--- src/rtl/irq_ctrl_pkg.sv ---
// package: register map, field positions and reset values of the interrupt block
`default_nettype none
package irq_ctrl_pkg;
	// ==========================================================
	// register byte addresses (printed offsets are not all word aligned,
	// so each printed offset is an index and the byte address is index*4)
	localparam logic [7:0]  CTRL_INDEX       = 8'h0b;
	localparam logic [7:0]  PIE_INDEX        = 8'h8c;
	localparam logic [7:0]  PFLAG_INDEX      = 8'h0c;
	localparam logic [9:0]  CTRL_ADDR        = {CTRL_INDEX, 2'b00};
	localparam logic [9:0]  PIE_ADDR         = {PIE_INDEX, 2'b00};
	localparam logic [9:0]  PFLAG_ADDR       = {PFLAG_INDEX, 2'b00};
	localparam int          ADDR_WIDTH       = 10;
	// ==========================================================
	// control register fields
	localparam int GLOBAL_BIT   = 7;
	localparam int PGROUP_BIT   = 6;
	localparam int T0_EN_BIT    = 5;
	localparam int EXT_EN_BIT   = 4;
	localparam int PCH_EN_BIT   = 3;
	localparam int T0_FLAG_BIT  = 2;
	localparam int EXT_FLAG_BIT = 1;
	localparam int PCH_FLAG_BIT = 0;
	// ==========================================================
	// peripheral enable fields
	localparam int TMR1_BIT = 0;
	localparam int TMR2_BIT = 1;
	localparam int CCP_BIT  = 2;
	localparam int SSP_BIT  = 3;
	localparam int UTX_BIT  = 4;
	localparam int URX_BIT  = 5;
	localparam int RSV_BIT  = 6;
	localparam int PSP_BIT  = 7;
	// writable masks of the two layouts
	localparam logic [7:0] PIE_MASK_BASIC    = 8'hcf;
	localparam logic [7:0] PIE_MASK_EXTENDED = 8'hff;
	// ==========================================================
	// reset values
	localparam logic [7:0] CTRL_RESET  = 8'h00;
	localparam logic [7:0] PIE_RESET   = 8'h00;
	localparam logic [3:0] PORTB_RESET = 4'h0;
	// axi responses
	localparam logic [1:0] RESP_OKAY   = 2'b00;
	localparam logic [1:0] RESP_SLVERR = 2'b10;
endpackage
`default_nettype wire

--- src/rtl/interrupt_enable_flag_logic.sv ---
// module: interrupt enable and flag registers with an axi4-lite slave
`default_nettype none
module interrupt_enable_flag_logic
	import irq_ctrl_pkg::*;
#(
	parameter bit EXTENDED = 1'b1 // 1 selects the larger enable layout
) (
	input  wire logic        core_clk,         // system clock
	input  wire logic        srst,             // synchronous reset
	// axi4-lite write address
	input  wire logic        s_axi_awvalid,
	output logic             s_axi_awready,
	input  wire logic [31:0] s_axi_awaddr,
	// axi4-lite write data
	input  wire logic        s_axi_wvalid,
	output logic             s_axi_wready,
	input  wire logic [31:0] s_axi_wdata,
	input  wire logic [3:0]  s_axi_wstrb,
	// axi4-lite write response
	output logic             s_axi_bvalid,
	input  wire logic        s_axi_bready,
	output logic [1:0]       s_axi_bresp,
	// axi4-lite read address
	input  wire logic        s_axi_arvalid,
	output logic             s_axi_arready,
	input  wire logic [31:0] s_axi_araddr,
	// axi4-lite read data
	output logic             s_axi_rvalid,
	input  wire logic        s_axi_rready,
	output logic [31:0]      s_axi_rdata,
	output logic [1:0]       s_axi_rresp,
	// core interrupt sources: timer0 and external one-cycle pulses, port b pin levels
	input  wire logic        timer0Overflow,
	input  wire logic        externalInterruptPin,
	input  wire logic [3:0]  upperPortBPins,
	// peripheral requests, levels held by the peripheral
	input  wire logic [7:0]  peripheralRequest,
	// request to the core
	output logic             irqRequest
);
	// ==========================================================
	// write channel capture
	logic        awHeld;  // write address taken
	logic        wHeld;   // write data taken
	logic [9:0]  awAddr;  // held write address
	logic [7:0]  wData;   // held low byte
	logic        wLane0;  // low byte lane enabled
	logic        doWrite; // both halves present, commit this cycle

	assign s_axi_awready = !awHeld && !s_axi_bvalid;
	assign s_axi_wready  = !wHeld && !s_axi_bvalid;
	assign doWrite       = awHeld && wHeld && !s_axi_bvalid;

	// address and data may arrive in either order
	always_ff @(posedge core_clk) begin
		if (srst) begin
			awHeld <= 1'b0;
			awAddr <= 10'h000;
		end else if (s_axi_awvalid && s_axi_awready) begin
			awHeld <= 1'b1;
			awAddr <= s_axi_awaddr[ADDR_WIDTH-1:0];
		end else if (doWrite) begin
			awHeld <= 1'b0;
		end
	end

	// data half of the write
	always_ff @(posedge core_clk) begin
		if (srst) begin
			wHeld  <= 1'b0;
			wData  <= 8'h00;
			wLane0 <= 1'b0;
		end else if (s_axi_wvalid && s_axi_wready) begin
			wHeld  <= 1'b1;
			wData  <= s_axi_wdata[7:0];
			wLane0 <= s_axi_wstrb[0];
		end else if (doWrite) begin
			wHeld <= 1'b0;
		end
	end

	// ==========================================================
	// address decode helper, used by both channels
	function automatic logic [1:0] decodeAddr(input logic [9:0] a);
		// 0 none, 1 control, 2 enable, 3 peripheral flags
		if (a == CTRL_ADDR) begin
			decodeAddr = 2'd1;
		end else if (a == PIE_ADDR) begin
			decodeAddr = 2'd2;
		end else if (a == PFLAG_ADDR) begin
			decodeAddr = 2'd3;
		end else begin
			decodeAddr = 2'd0;
		end
	endfunction

	logic        upperZero;  // upper address bits clear
	logic [31:0] awFull;     // kept for the unmapped check
	logic [1:0]  wSel;       // selected register on write
	logic        ctrlWrite;  // byte write to control
	logic        pieWrite;   // byte write to enables

	// full address above the map is unmapped
	always_ff @(posedge core_clk) begin
		if (srst) begin
			awFull <= 32'h0000_0000;
		end else if (s_axi_awvalid && s_axi_awready) begin
			awFull <= s_axi_awaddr;
		end
	end
	assign upperZero = (awFull[31:ADDR_WIDTH] == 22'h000000);
	assign wSel      = upperZero ? decodeAddr(awAddr) : 2'd0;
	assign ctrlWrite = doWrite && wLane0 && (wSel == 2'd1);
	assign pieWrite  = doWrite && wLane0 && (wSel == 2'd2);

	// response follows the commit by one cycle
	always_ff @(posedge core_clk) begin
		if (srst) begin
			s_axi_bvalid <= 1'b0;
			s_axi_bresp  <= RESP_OKAY;
		end else if (doWrite) begin
			s_axi_bvalid <= 1'b1;
			s_axi_bresp  <= (wSel == 2'd0) ? RESP_SLVERR : RESP_OKAY;
		end else if (s_axi_bready) begin
			s_axi_bvalid <= 1'b0;
		end
	end

	// ==========================================================
	// control register: enables stored here, flags in leaf cells
	logic [4:0] ctrlEnables; // global, group, timer0, external, port

	// the enables are plain read/write bits
	always_ff @(posedge core_clk) begin
		if (srst) begin
			ctrlEnables <= CTRL_RESET[7:3];
		end else if (ctrlWrite) begin
			ctrlEnables <= wData[7:3];
		end
	end

	logic globalEnable; // every interrupt may pass
	logic groupEnable;  // peripheral group may pass
	assign globalEnable = ctrlEnables[GLOBAL_BIT-3];
	assign groupEnable  = ctrlEnables[PGROUP_BIT-3];

	// ==========================================================
	// core source flags
	logic portChange;  // pulse from the pin watcher
	logic [2:0] coreEvent; // timer0, external, port change
	logic [2:0] coreFlag;  // flag outputs, same order

	port_change_detect u_port_change (
		.core_clk       (core_clk),
		.srst           (srst),
		.upperPortBPins (upperPortBPins),
		.changeEvent    (portChange)
	);

	// events set flags whatever the enables say
	assign coreEvent = {timer0Overflow, externalInterruptPin, portChange};

	// flag bits 2..0 map onto coreFlag 2..0
	for (genvar i = 0; i < 3; i++) begin : g_flag
		irq_flag_bit u_flag (
			.core_clk   (core_clk),
			.srst       (srst),
			.setEvent   (coreEvent[i]),
			.clearWrite (ctrlWrite && !wData[i]),
			.setWrite   (ctrlWrite && wData[i]),
			.flag       (coreFlag[i])
		);
	end

	// ==========================================================
	// peripheral enable register at its own offset
	// the smaller layout holds the reserved bits writable but the
	// unimplemented bits 5..4 read zero; software keeps 7..6 clear
	localparam logic [7:0] PIE_MASK = EXTENDED ? PIE_MASK_EXTENDED
	                                           : PIE_MASK_BASIC;
	logic [7:0] pieEnable; // individual peripheral enables

	always_ff @(posedge core_clk) begin
		if (srst) begin
			pieEnable <= PIE_RESET;
		end else if (pieWrite) begin
			pieEnable <= wData & PIE_MASK;
		end
	end

	// reserved bit never passes a request even if software sets it
	logic [7:0] pieLive; // enables that reach the gate
	always_comb begin
		pieLive          = pieEnable;
		pieLive[RSV_BIT] = 1'b0;
		if (!EXTENDED) begin
			pieLive[PSP_BIT] = 1'b0;
		end
	end

	// ==========================================================
	// request gating
	logic [7:0] periphHit; // enabled peripheral requests
	logic       periphAny; // any peripheral passes the group gate
	logic       coreAny;   // any core source enabled and flagged

	always_comb begin
		periphHit          = 8'h00;
		periphHit[TMR1_BIT] = peripheralRequest[TMR1_BIT] && pieLive[TMR1_BIT];
		periphHit[TMR2_BIT] = peripheralRequest[TMR2_BIT] && pieLive[TMR2_BIT];
		periphHit[CCP_BIT]  = peripheralRequest[CCP_BIT] && pieLive[CCP_BIT];
		periphHit[SSP_BIT]  = peripheralRequest[SSP_BIT] && pieLive[SSP_BIT];
		periphHit[UTX_BIT]  = peripheralRequest[UTX_BIT] && pieLive[UTX_BIT];
		periphHit[URX_BIT]  = peripheralRequest[URX_BIT] && pieLive[URX_BIT];
		periphHit[PSP_BIT]  = peripheralRequest[PSP_BIT] && pieLive[PSP_BIT];
	end

	assign periphAny = groupEnable && (periphHit != 8'h00);
	assign coreAny   = (coreFlag & ctrlEnables[2:0]) != 3'b000;

	// registered so the core sees a clean level
	always_ff @(posedge core_clk) begin
		if (srst) begin
			irqRequest <= 1'b0;
		end else begin
			irqRequest <= globalEnable && (coreAny || periphAny);
		end
	end

	// ==========================================================
	// read channel
	logic [1:0] rSel;   // selected register on read
	logic [7:0] rByte;  // byte to return

	assign s_axi_arready = !s_axi_rvalid;
	assign rSel = (s_axi_araddr[31:ADDR_WIDTH] == 22'h000000)
	              ? decodeAddr(s_axi_araddr[ADDR_WIDTH-1:0]) : 2'd0;

	// read mux: control, enables, peripheral requests masked by PIE_MASK
	always_comb begin
		case (rSel)
			2'd1:    rByte = {ctrlEnables, coreFlag};
			2'd2:    rByte = pieEnable;
			2'd3:    rByte = peripheralRequest & PIE_MASK;
			default: rByte = 8'h00;
		endcase
	end

	// one read at a time; data held until rready
	always_ff @(posedge core_clk) begin
		if (srst) begin
			s_axi_rvalid <= 1'b0;
			s_axi_rdata  <= 32'h0000_0000;
			s_axi_rresp  <= RESP_OKAY;
		end else if (s_axi_arvalid && s_axi_arready) begin
			s_axi_rvalid <= 1'b1;
			s_axi_rdata  <= {24'h000000, rByte};
			s_axi_rresp  <= (rSel == 2'd0) ? RESP_SLVERR : RESP_OKAY;
		end else if (s_axi_rready) begin
			s_axi_rvalid <= 1'b0;
		end
	end
endmodule
`default_nettype wire

--- src/rtl/irq_flag_bit.sv ---
// module: one sticky flag where a hardware set beats a software clear
`default_nettype none
module irq_flag_bit (
	input  wire logic core_clk,   // system clock
	input  wire logic srst,       // synchronous reset
	input  wire logic setEvent,   // hardware event, one cycle
	input  wire logic clearWrite, // software writes zero
	input  wire logic setWrite,   // software writes one
	output logic      flag        // flag state
);
	// ==========================================================
	// flag storage
	// set is checked first so a simultaneous clear loses
	always_ff @(posedge core_clk) begin
		if (srst) begin
			flag <= 1'b0;
		end else if (setEvent || setWrite) begin
			flag <= 1'b1;
		end else if (clearWrite) begin
			flag <= 1'b0;
		end
	end
endmodule
`default_nettype wire

--- src/rtl/port_change_detect.sv ---
// module: detects a change on the upper four port b pins
`default_nettype none
module port_change_detect
	import irq_ctrl_pkg::*;
(
	input  wire logic       core_clk,        // system clock
	input  wire logic       srst,            // synchronous reset
	input  wire logic [3:0] upperPortBPins,  // pin levels, synchronous
	output logic            changeEvent      // one-cycle pulse on change
);
	// ==========================================================
	// last seen levels
	logic [3:0] lastPins; // previous sample
	logic       primed;   // first sample after reset taken

	// reference is caught after reset release, never at reset
	always_ff @(posedge core_clk) begin
		if (srst) begin
			lastPins <= PORTB_RESET;
			primed   <= 1'b0;
		end else begin
			lastPins <= upperPortBPins;
			primed   <= 1'b1;
		end
	end

	// any differing bit is a change; suppressed until primed
	assign changeEvent = primed && (lastPins != upperPortBPins);
endmodule
`default_nettype wire

--- config.mk ---
export PLATFORM = sky130hd
export DESIGN_NAME = interrupt_enable_flag_logic
export DESIGN_NICKNAME = d
export VERILOG_FILES = /design/src/rtl/irq_ctrl_pkg.sv /design/src/rtl/interrupt_enable_flag_logic.sv /design/src/rtl/irq_flag_bit.sv /design/src/rtl/port_change_detect.sv
export SDC_FILE = /design/constraint.sdc
export NUM_CORES = 1
export LEC_CHECK = 0
export BUFFER_PORTS_ARGS = -buffer_cell sky130_fd_sc_hd__buf_2
export CELL_PAD_IN_SITES_DETAIL_PLACEMENT = 1
export CELL_PAD_IN_SITES_GLOBAL_PLACEMENT = 2
export CORE_MARGIN = 2
export CORE_UTILIZATION = 27
export CTS_CLUSTER_SIZE = 25
export DETAILED_ROUTE_END_ITERATION = 12
export GPL_TIMING_DRIVEN = 1
export PLACE_DENSITY = 0.95
export SYNTH_ARGS = -nofsm -noshare
export SYNTH_HDL_FRONTEND = slang
export SYNTH_HIERARCHICAL = 1
export SYNTH_SLANG_ARGS = --single-unit
--- constraint.sdc ---
create_clock -name core_clk -period 2.7 [get_ports core_clk]
set_clock_uncertainty 0.1 [all_clocks]
set_input_delay 0.135 -clock core_clk [delete_from_list [all_inputs] [get_ports core_clk]]
set_output_delay 0.135 -clock core_clk [all_outputs]
set_load 0.01 [all_outputs]
==> results.ini, run 1 <==
[yosys]
synth_xor_xnor_area_share_pct=1.00
synth_compound_area_share_pct=11.7
synth_edf_count=0
muxShareOfSynthArea_pct=6.31
yosysTopAreaCell=dfxtp_1
seq_area_frac_synth_pct=44.2
yosys_warnings=6
ys.flop_type=dfxtp_1
ys_top_cells_by_area=dfxtp_1 (44%), nand2_1 (10%), a21oi_1 (8.3%)
synth_top_family_by_area=simple AND/OR/NAND/NOR gates
postSynthAreaPerCell_sq_um=8.57
yosys.area_share.simple_pct=28.6
async_flop_share_pct=0
ys_ff_latch=77
synth_top_area_share_pct=44.2
synth_cell_types=37
synthCells=407
synth-adder-area-share_pct=0
synth_area_sq_um=3490

[sta]
rsz0062_at_grt=no
tns_ns=0
finalWorstSetupSlack_ns=0.601
timing.final.crit_period_ns=2.10
max_freq_mhz=476
relSlewSlack_pct=40.5
final_hold_viol_count=0
worst_slew_pin_slew_ns=0.892
finalSetupViolCount=0
finalMaxSlewViolations=0
finalCritPeriodShare_pct=77.7
timing.hold.ws_ns=0.0122

[worst_setup_path]
max_stage_delay_ns=0.74
path_max_fanout=8
path_cells=nor4b_2 -> nand4_2 -> nor4_4 -> mux2i_1
critPathArrivalTime_ns=2.24
critPathRequiredTime_ns=2.84
regToRegSetupSlack_ns=0.60
r2r_end=pieEnable[2]
crit_family=simple AND/OR/NAND/NOR gates
worstRegToRegCells=4
cp.depth=4
critPathKind=flip-flop to flip-flop
start_kind=flip-flop
reg2reg_from=awAddr[6]
critPathBufInv=0
slowest_stage=nor4_4
cp-end-kind=flip-flop
startpoint=awAddr[6]

[finish]
seqCellArea_sq_um=1540
syn2layout_area_growth_pct=41.5
final_cell_mix=buf_2 (109), nand2_1 (95), dfxtp_1 (77)
fillers=1550
layout_commonest_cell=buf_2
nets=683
diodes=0
drive_gt1_share_pct=26.3
multi_input_area_sq_um=1760

[die]
coreArea_sq_um=12600
die_w_um=118
dieArea_sq_um=13800
die_y_um=118
initial_core_util_pct=27.7
std_cell_rows=41
ios=163

[drt]
viasPerCell=4.49
dr.pass1.iters=4
drt_iter0_drc=104
wirelength_um=10000
num_vias=3317
routedWlPerCell_um=13.6
drc=0
ant_nets=0

[clock_tree]
cts-resized-gates=0
cts_tree=built
cts_root_buf=clkbuf_16
numCtsBuffers=9
cts_max_path_buffers=2
hold_buffers=49
insertion_delay_ns=0.32
htreeDepth=3
post_cts_buffers=0
clk_pin_slew_ns=0.06
clock_sinks=77

[global_route]
grt_pass1_wl_um=16500
grt_pass1_vias=3456
grt_max_degree=54
antenna_found_initial=0
grt_use_total_pct=14.5
grt-ovfl-total=0

[outcome]
status=finished clean

[min_path]
min_path_type=primary input to flip-flop
min_from=s_axi_arvalid
hold_path_depth=3
min_to=s_axi_rresp[1]

[power]
p_leak_uw=0.00201
ir_worst_vdd_v=0.000401
power.density_nw_per_um2=574

[place]
port_buffers=109
gp_congestion=0.827
dp.final_hpwl_um=7330
place_ws_ns=0.574

[run]
cap_violations=0

## cell type report
| cell class | instances | area share [%] |
|---|---|---|
| Clock buffer | 13 | 5.47 |
| Clock inverter | 3 | 0.862 |
| Inverter | 4 | 0.304 |
| Multi-Input combinational cell | 306 | 35.6 |
| Sequential cell | 77 | 31.2 |
| Tap cell | 172 | 4.36 |
| Timing Repair Buffer | 164 | 22.1 |
## through the flow
stage	cell area, sq um	total power, uW	util, %	std cells
floorplan	3580	1470	-	432
global placement	4130	1560	32.8	674
detailed placement	4130	1580	32.8	674
CTS	4940	2880	39.1	739
global route	4940	2980	39.1	739
finish	4940	2840	39.1	739
## where the power goes
part | total [uW] | leakage, uW | switching, uW | internal [uW]
Clock | 1230 | 0.000152 | 440 | 790
Sequential | 1240 | 0.000630 | 43.3 | 1190
Combinational | 370 | 0.00123 | 186 | 184
## synth_stat cells, drive strengths merged (2+ instances only)
cell,n
a21oi,58
nand3,3
mux2,8
buf,27
mux2i,13
or3,8
nand4,4
a22oi,10
dfxtp,77
a222oi,2
nor4b,2
xor2,4
nor2,9
nor2b,4
clkbuf,18
nor4,16
and2,5
nand2b,27
nor3,4
nand2,95
inv,4
## routing by layer
metal  wire (um)  track usage, %  up-vias
li1            -               -     1646
met1        4180            16.2     1574
met2        5290            27.4       93
met3         527            3.59        4
met4          48            3.39        0
met5           0               0        -
## flip-flops by register name, summed over array words and instances, names as in the netlist, 3 cells and up
| register | count |
|---|---|
| awAddr | 9 |
| awFull | 23 |
| ctrlEnables | 5 |
| g_flag.u_flag/flag | 3 |
| pieEnable | 8 |
| s_axi_rdata | 8 |
| u_port_change/lastPins | 4 |
| wData | 8 |
## worst max path at each step
stage / end / slack, ns
CTS: pieEnable[2] / 0.55
floorplan: g_flag[0].u_flag/flag / 0.93
finish: pieEnable[2] / 0.60
detailed placement: pieEnable[2] / 0.57
global placement: pieEnable[7] / 0.68
global route: pieEnable[7] / 0.46
## cell families (layout without fill, tap and decap cells)
kind of cell / Yosys count / after routing
and+or+nand+nor: 182 / 182
muxes: 21 / 21
AOI/OAI and AO/OA: 73 / 73
buffers and inverters: 49 / 184
DFF: 77 / 77
other: 1 / 26
xor gates and xnor gates: 4 / 4
## tightest hold or removal path, stage by stage
cell	delay, ns
buf_2	0.09
a21oi_1	0.06
nor3_1	0.11
Power figures use the tool's default switching activity.
==> inputs of run 2 (changes only) <==
CORE_UTILIZATION = 25   (was 27)
PLACE_DENSITY = 0.89   (was 0.95)
clock period = 2.2 ns   (was 2.7 ns; I/O delays follow)
==> results.ini, run 2 (synthesis gave the netlist of run 1 again) <==
[finish]
drive_gt1_share_pct=26.4
syn2layout_area_growth_pct=43.5
reg_top3=awFull: 23 flops, awAddr: 9 flops
diodes=0
stdcell_count=751
final_cell_mix=buf_2 (109), nand2_1 (95), dfxtp_1 (77)
layout_commonest_cell=buf_2
max_flop_register=awFull
nets=687
largest_register_ffs=23
finalInstanceArea_sq_um=5010

[global_route]
grt_pass1_wl_um=16900
antenna_found_initial=0
use_met3_pct=5.10
grt_use_total_pct=14.6
top_usage_layer=met2
grt-ovfl-total=0
grt_pass1_vias=3584
grtUsageMet1_pct=15.5
met2_usage_pct=27.8
grt_max_degree=48

[power]
seq_power_share_pct=41.2
p_comb_share_pct=12.5
ir_worst_vdd_v=0.000625
power.density_nw_per_um2=735
p_leak_uw=0.00205
clock_power_share_pct=46.3
p_sw_uw=851
p_int_uw=2830
swShare_pct=23.1

[worst_setup_path]
start_kind=flip-flop
slowest_stage=nor4b_2
reg2reg_from=awAddr[6]
path_cells=nor4b_2 -> nand4_2 -> nor3_2 -> buf_4 -> mux2i_1
worstRegToRegCells=5
critPathKind=flip-flop to flip-flop
crit_path_end=ctrlEnables[4]
cp-end-kind=flip-flop
startpoint=awAddr[6]
regToRegSetupSlack_ns=0.36
critPathRequiredTime_ns=2.36
r2r_end=ctrlEnables[4]
critPathArrivalTime_ns=2.00
path_max_fanout=6
max_stage_delay_ns=0.32

[die]
coreArea_sq_um=13800
initial_core_util_pct=25.3
die_w_um=122
std_cell_rows=43
dieArea_sq_um=14900
ios=163
die_y_um=122

[clock_tree]
numCtsBuffers=9
cts_max_path_buffers=2
clk_pin_slew_ns=0.06
htreeDepth=3
cts_tree=built
hold_buffers=50
cts_root_buf=clkbuf_16
cts-resized-gates=0
clock_sinks=77
post_cts_buffers=0
insertion_delay_ns=0.34

[drt]
viasPerCell=4.46
wirelength_um=10400
ant_nets=0
routedWlPerCell_um=13.9
drt_iter0_drc=130
drc=0
dr.pass1.iters=4
num_vias=3347

[place]
dp.final_hpwl_um=7380
port_buffers=109
dp_cells=685
gp_congestion=0.782
placedInstanceArea_sq_um=4170

[min_path]
min_path_type=primary input to flip-flop
min_from=s_axi_awvalid

[run]
cap_violations=0

[sta]
finalMaxSlewViolations=0
finalCritPeriodShare_pct=83.5
max_freq_mhz=544
rsz0062_at_grt=no
relSlewSlack_pct=48.8
timing.hold.ws_ns=0.0984
timing.final.crit_period_ns=1.84
worst_slew_pin_slew_ns=0.768
final_hold_viol_count=0
tns_ns=0
finalSetupViolCount=0

[outcome]
status=finished clean

run 2: cell type report:
cell class | instances | area, sq um
Fill cell | 1653 | 8760
Multi-Input combinational cell | 306 | 1760
Sequential cell | 77 | 1540
Timing Repair Buffer | 168 | 1130
Clock buffer | 12 | 246
Tap cell | 180 | 225
Clock inverter | 4 | 95.1
Inverter | 4 | 15.0
run 2: how the worst min path moves through the flow:
stage / endpoint / cells past startpoint
after detailed placement: awFull[31] / 3
after floorplan: u_port_change/primed / 1
after global routing: awFull[29] / 4
after CTS: awFull[29] / 4
after global placement: wData[2] / 3
final: awFull[29] / 4
run 2: per-layer routing:
metal | share of wire, % | routed length (um)
met1 | 39 | 4080
met4 | 0.57 | 59
met5 | 0 | 0
met2 | 54 | 5600
met3 | 6.7 | 700
run 2: per-stage QoR:
step,worst slack [ns],total power [uW],util [%]
final,0.363,3680,36.4
after global routing,0.190,3860,36.4
after CTS,0.322,3730,36.4
after detailed placement,0.350,1940,30.3
after global placement,0.437,1920,30.3
after floorplan,0.431,1800,-
run 2: power groups by stage:
stage / Sequential [uW] / Combinational [uW] / Clock (uW)
after global placement: 1540 / 381 / 0
after global routing: 1530 / 521 / 1820
after detailed placement: 1550 / 394 / 0
after floorplan: 1540 / 266 / 0
after CTS: 1520 / 466 / 1750
final: 1520 / 460 / 1700
run 2: critical path: cells and delay by family, from the launching register on:
kind	cells	cell delay [ns]
flip-flops	1	0.31
AND/OR/NAND/NOR	3	0.90
buffers and inverters	1	0.22
multiplexers	1	0.22
==> inputs of run 3 (changes only) <==
ABC_AREA = 1   (was not set)
CORE_UTILIZATION = 22   (was 25)
PLACE_DENSITY = 0.87   (was 0.89)
clock period = 1.5 ns   (was 2.2 ns; I/O delays follow)
==> results.ini, run 3 <==
[outcome]
status=finished with violations
failed_checks=negative hold slack, negative setup slack

[min_path]
min_to=s_axi_rvalid
min_from=srst
hold_path_depth=3
min_path_type=primary input to flip-flop

[worst_setup_path]
regToRegSetupSlack_ns=-0.21
critPathKind=flip-flop to flip-flop
critPathRequiredTime_ns=1.61
crit_family=simple AND/OR/NAND/NOR gates
critPathBufInv=2
cp-end-kind=flip-flop
start_kind=flip-flop
critPathArrivalTime_ns=1.82
reg2reg_from=awFull[23]
max_stage_delay_ns=0.32
slowest_stage=dfxtp_1
path_cells=nor2_2 -> nand3_2 -> nor2_4 -> nand2_4 -> buf_12 -> nor2_8 -> buf_4 -> nand3_4 -> nand2_1 -> a21oi_1
path_max_fanout=8
r2r_end=pieEnable[5]
worstRegToRegCells=10

[sta]
timing.hold.ws_ns=-0.00281
tns_ns=-2.96
finalCritPeriodShare_pct=114
finalMaxSlewViolations=0
timing.final.crit_period_ns=1.71
max_freq_mhz=585
finalSetupViolCount=17
final_hold_viol_count=1
rsz0062_at_grt=yes
finalWorstSetupSlack_ns=-0.209

[yosys]
synthTopCellsByCount=nor2_1 (123), nand2_1 (78), dfxtp_1 (77)
synth_edf_count=0
ys_ff_latch=77
postSynthAreaPerCell_sq_um=7.08
seq_area_frac_synth_pct=42.3
ys_top_cells_by_area=dfxtp_1 (42%), nor2_1 (13%), nand2_1 (8.0%)
yosys_warnings=6
synth_area_sq_um=3640
ys.flop_type=dfxtp_1
synth_cell_types=31
async_flop_share_pct=0
synthCells=515
synth_top_area_share_pct=42.3
yosysTopAreaCell=dfxtp_1
yosysMostFrequentCell=nor2_1

[finish]
max_flop_register=awFull
finalInstanceArea_sq_um=5500
nets=818
layout_commonest_cell=nor2_1
drive_gt1_share_pct=30.1
largest_register_ffs=23
syn2layout_area_growth_pct=50.9
post-route-util_pct=33.5
final_cell_mix=nor2_1 (115), buf_2 (109), dfxtp_1 (71)
diodes=0
reg_top3=awFull: 23 flops, awAddr: 9 flops

[drt]
wirelength_um=11300
routedWlPerCell_um=12.2
viasPerCell=4.21
drc=0
ant_nets=0
dr.pass1.iters=4
drt_iter0_drc=154
num_vias=3874

[clock_tree]
cts_tree=built
htreeDepth=3
cts_root_buf=clkbuf_16
cts_max_path_buffers=2
clk_pin_slew_ns=0.06
clock_sinks=77
numCtsBuffers=9
insertion_delay_ns=0.34

[power]
fin_total_pwr_uw=5050
p_leak_uw=0.00245
ir_worst_vdd_v=0.000561
power.density_nw_per_um2=919

[global_route]
grt_pass1_vias=3856
antenna_found_initial=0
grt_pass1_wl_um=18600
grt-ovfl-total=0
grt_use_total_pct=13.2
grt_max_degree=47

[die]
std_cell_rows=47
ios=163
initial_core_util_pct=22.2
coreArea_sq_um=16400
die_w_um=133
dieArea_sq_um=17600
die_y_um=133

[place]
gp_congestion=0.803
port_buffers=109
placedInstanceArea_sq_um=4570
dp.final_hpwl_um=7920

[run]
cap_violations=0

## run 3: cell types whose count changed in the layout (fill, tap and decap cells not counted), moves of 9 or more
| cell | previous run | this run |
|---|---|---|
| nand2_2 | 0 | 9 |
| mux2i_1 | 13 | 0 |
| nand4_1 | 2 | 34 |
| buf_4 | 8 | 23 |
| a22oi_1 | 10 | 0 |
| nand2b_1 | 27 | 0 |
| nor2_2 | 0 | 10 |
| nor2_1 | 9 | 115 |
| o21ai_0 | 1 | 41 |
| nor4_1 | 9 | 0 |
| a21oi_1 | 58 | 32 |
| inv_1 | 4 | 32 |
| nand2_1 | 95 | 69 |
## run 3: cell families (layout without fill, tap and decap cells)
kind of cell | Yosys count | count (layout) | share of synthesized area, %
buf+inv | 83 | 243 | 11.7
simple gates | 274 | 275 | 34.4
other cells | 1 | 26 | 0.103
compound gates | 80 | 80 | 11.5
flops | 77 | 77 | 42.3
## run 3: worst register-to-register path: cells and delay by family (launching register included)
kind                   cells  cell delay, ns
and+or+nand+nor            7            0.83
DFF                        1            0.32
buffers and inverters      2            0.26
AOI/OAI and AO/OA          1            0.07
## run 3: how the worst max path moves through the flow
stage          cells after the start  slack, ns       start                    end
2_1_floorplan                     11      -0.07   awAddr[7]  g_flag[0].u_flag/flag
3_3_place_gp                       9      -0.18  awFull[27]         ctrlEnables[0]
3_5_place_dp                       9      -0.23  awFull[28]         ctrlEnables[1]
4_1_cts                           10      -0.20  awFull[27]  g_flag[1].u_flag/flag
5_1_grt                           10      -0.33   awAddr[6]           pieEnable[5]
6_report                          10      -0.21  awFull[23]           pieEnable[5]
## run 3: what timing repair did
item,in CTS,in global routing
pin swaps,3,8
endpoints found under the hold margin,49,0
setup buffers,1,3
gates resized for setup,11,28
cloned,1,0
hold buffers,49,0
setup endpoints to repair,17,18
## run 3: per-layer routing
layer  GRT usage (%)  up-vias  share of wire (%)
li1                -     1992                  -
met1            15.9     1765                 45
met2            22.6      110                 47
met3            4.29        7                5.9
met4            3.94        0                1.3
met5               0        -                  0
## run 3: area by class of cell
class | count | area, sq um
fillers | 2033 | 10900
multi-input cells | 381 | 1910
flip-flops and latches | 77 | 1550
repair buffers | 190 | 1350
well taps | 220 | 275
clock buffers | 10 | 229
inverters | 38 | 145
clock inverters | 5 | 36.3
## run 3: where the power goes
group | internal [uW] | switching (uW) | total [uW]
clock network | 1110 | 874 | 1990
logic | 383 | 415 | 798
registers | 2180 | 89.3 | 2270
## run 3: stage by stage
| step | setup WS [ns] | cells |
|---|---|---|
| final | -0.209 | 921 |
| after global routing | -0.333 | 921 |
| after CTS | -0.198 | 918 |
| after detailed placement | -0.234 | 852 |
| after global placement | -0.183 | 852 |
| after floorplan | -0.0720 | 540 |
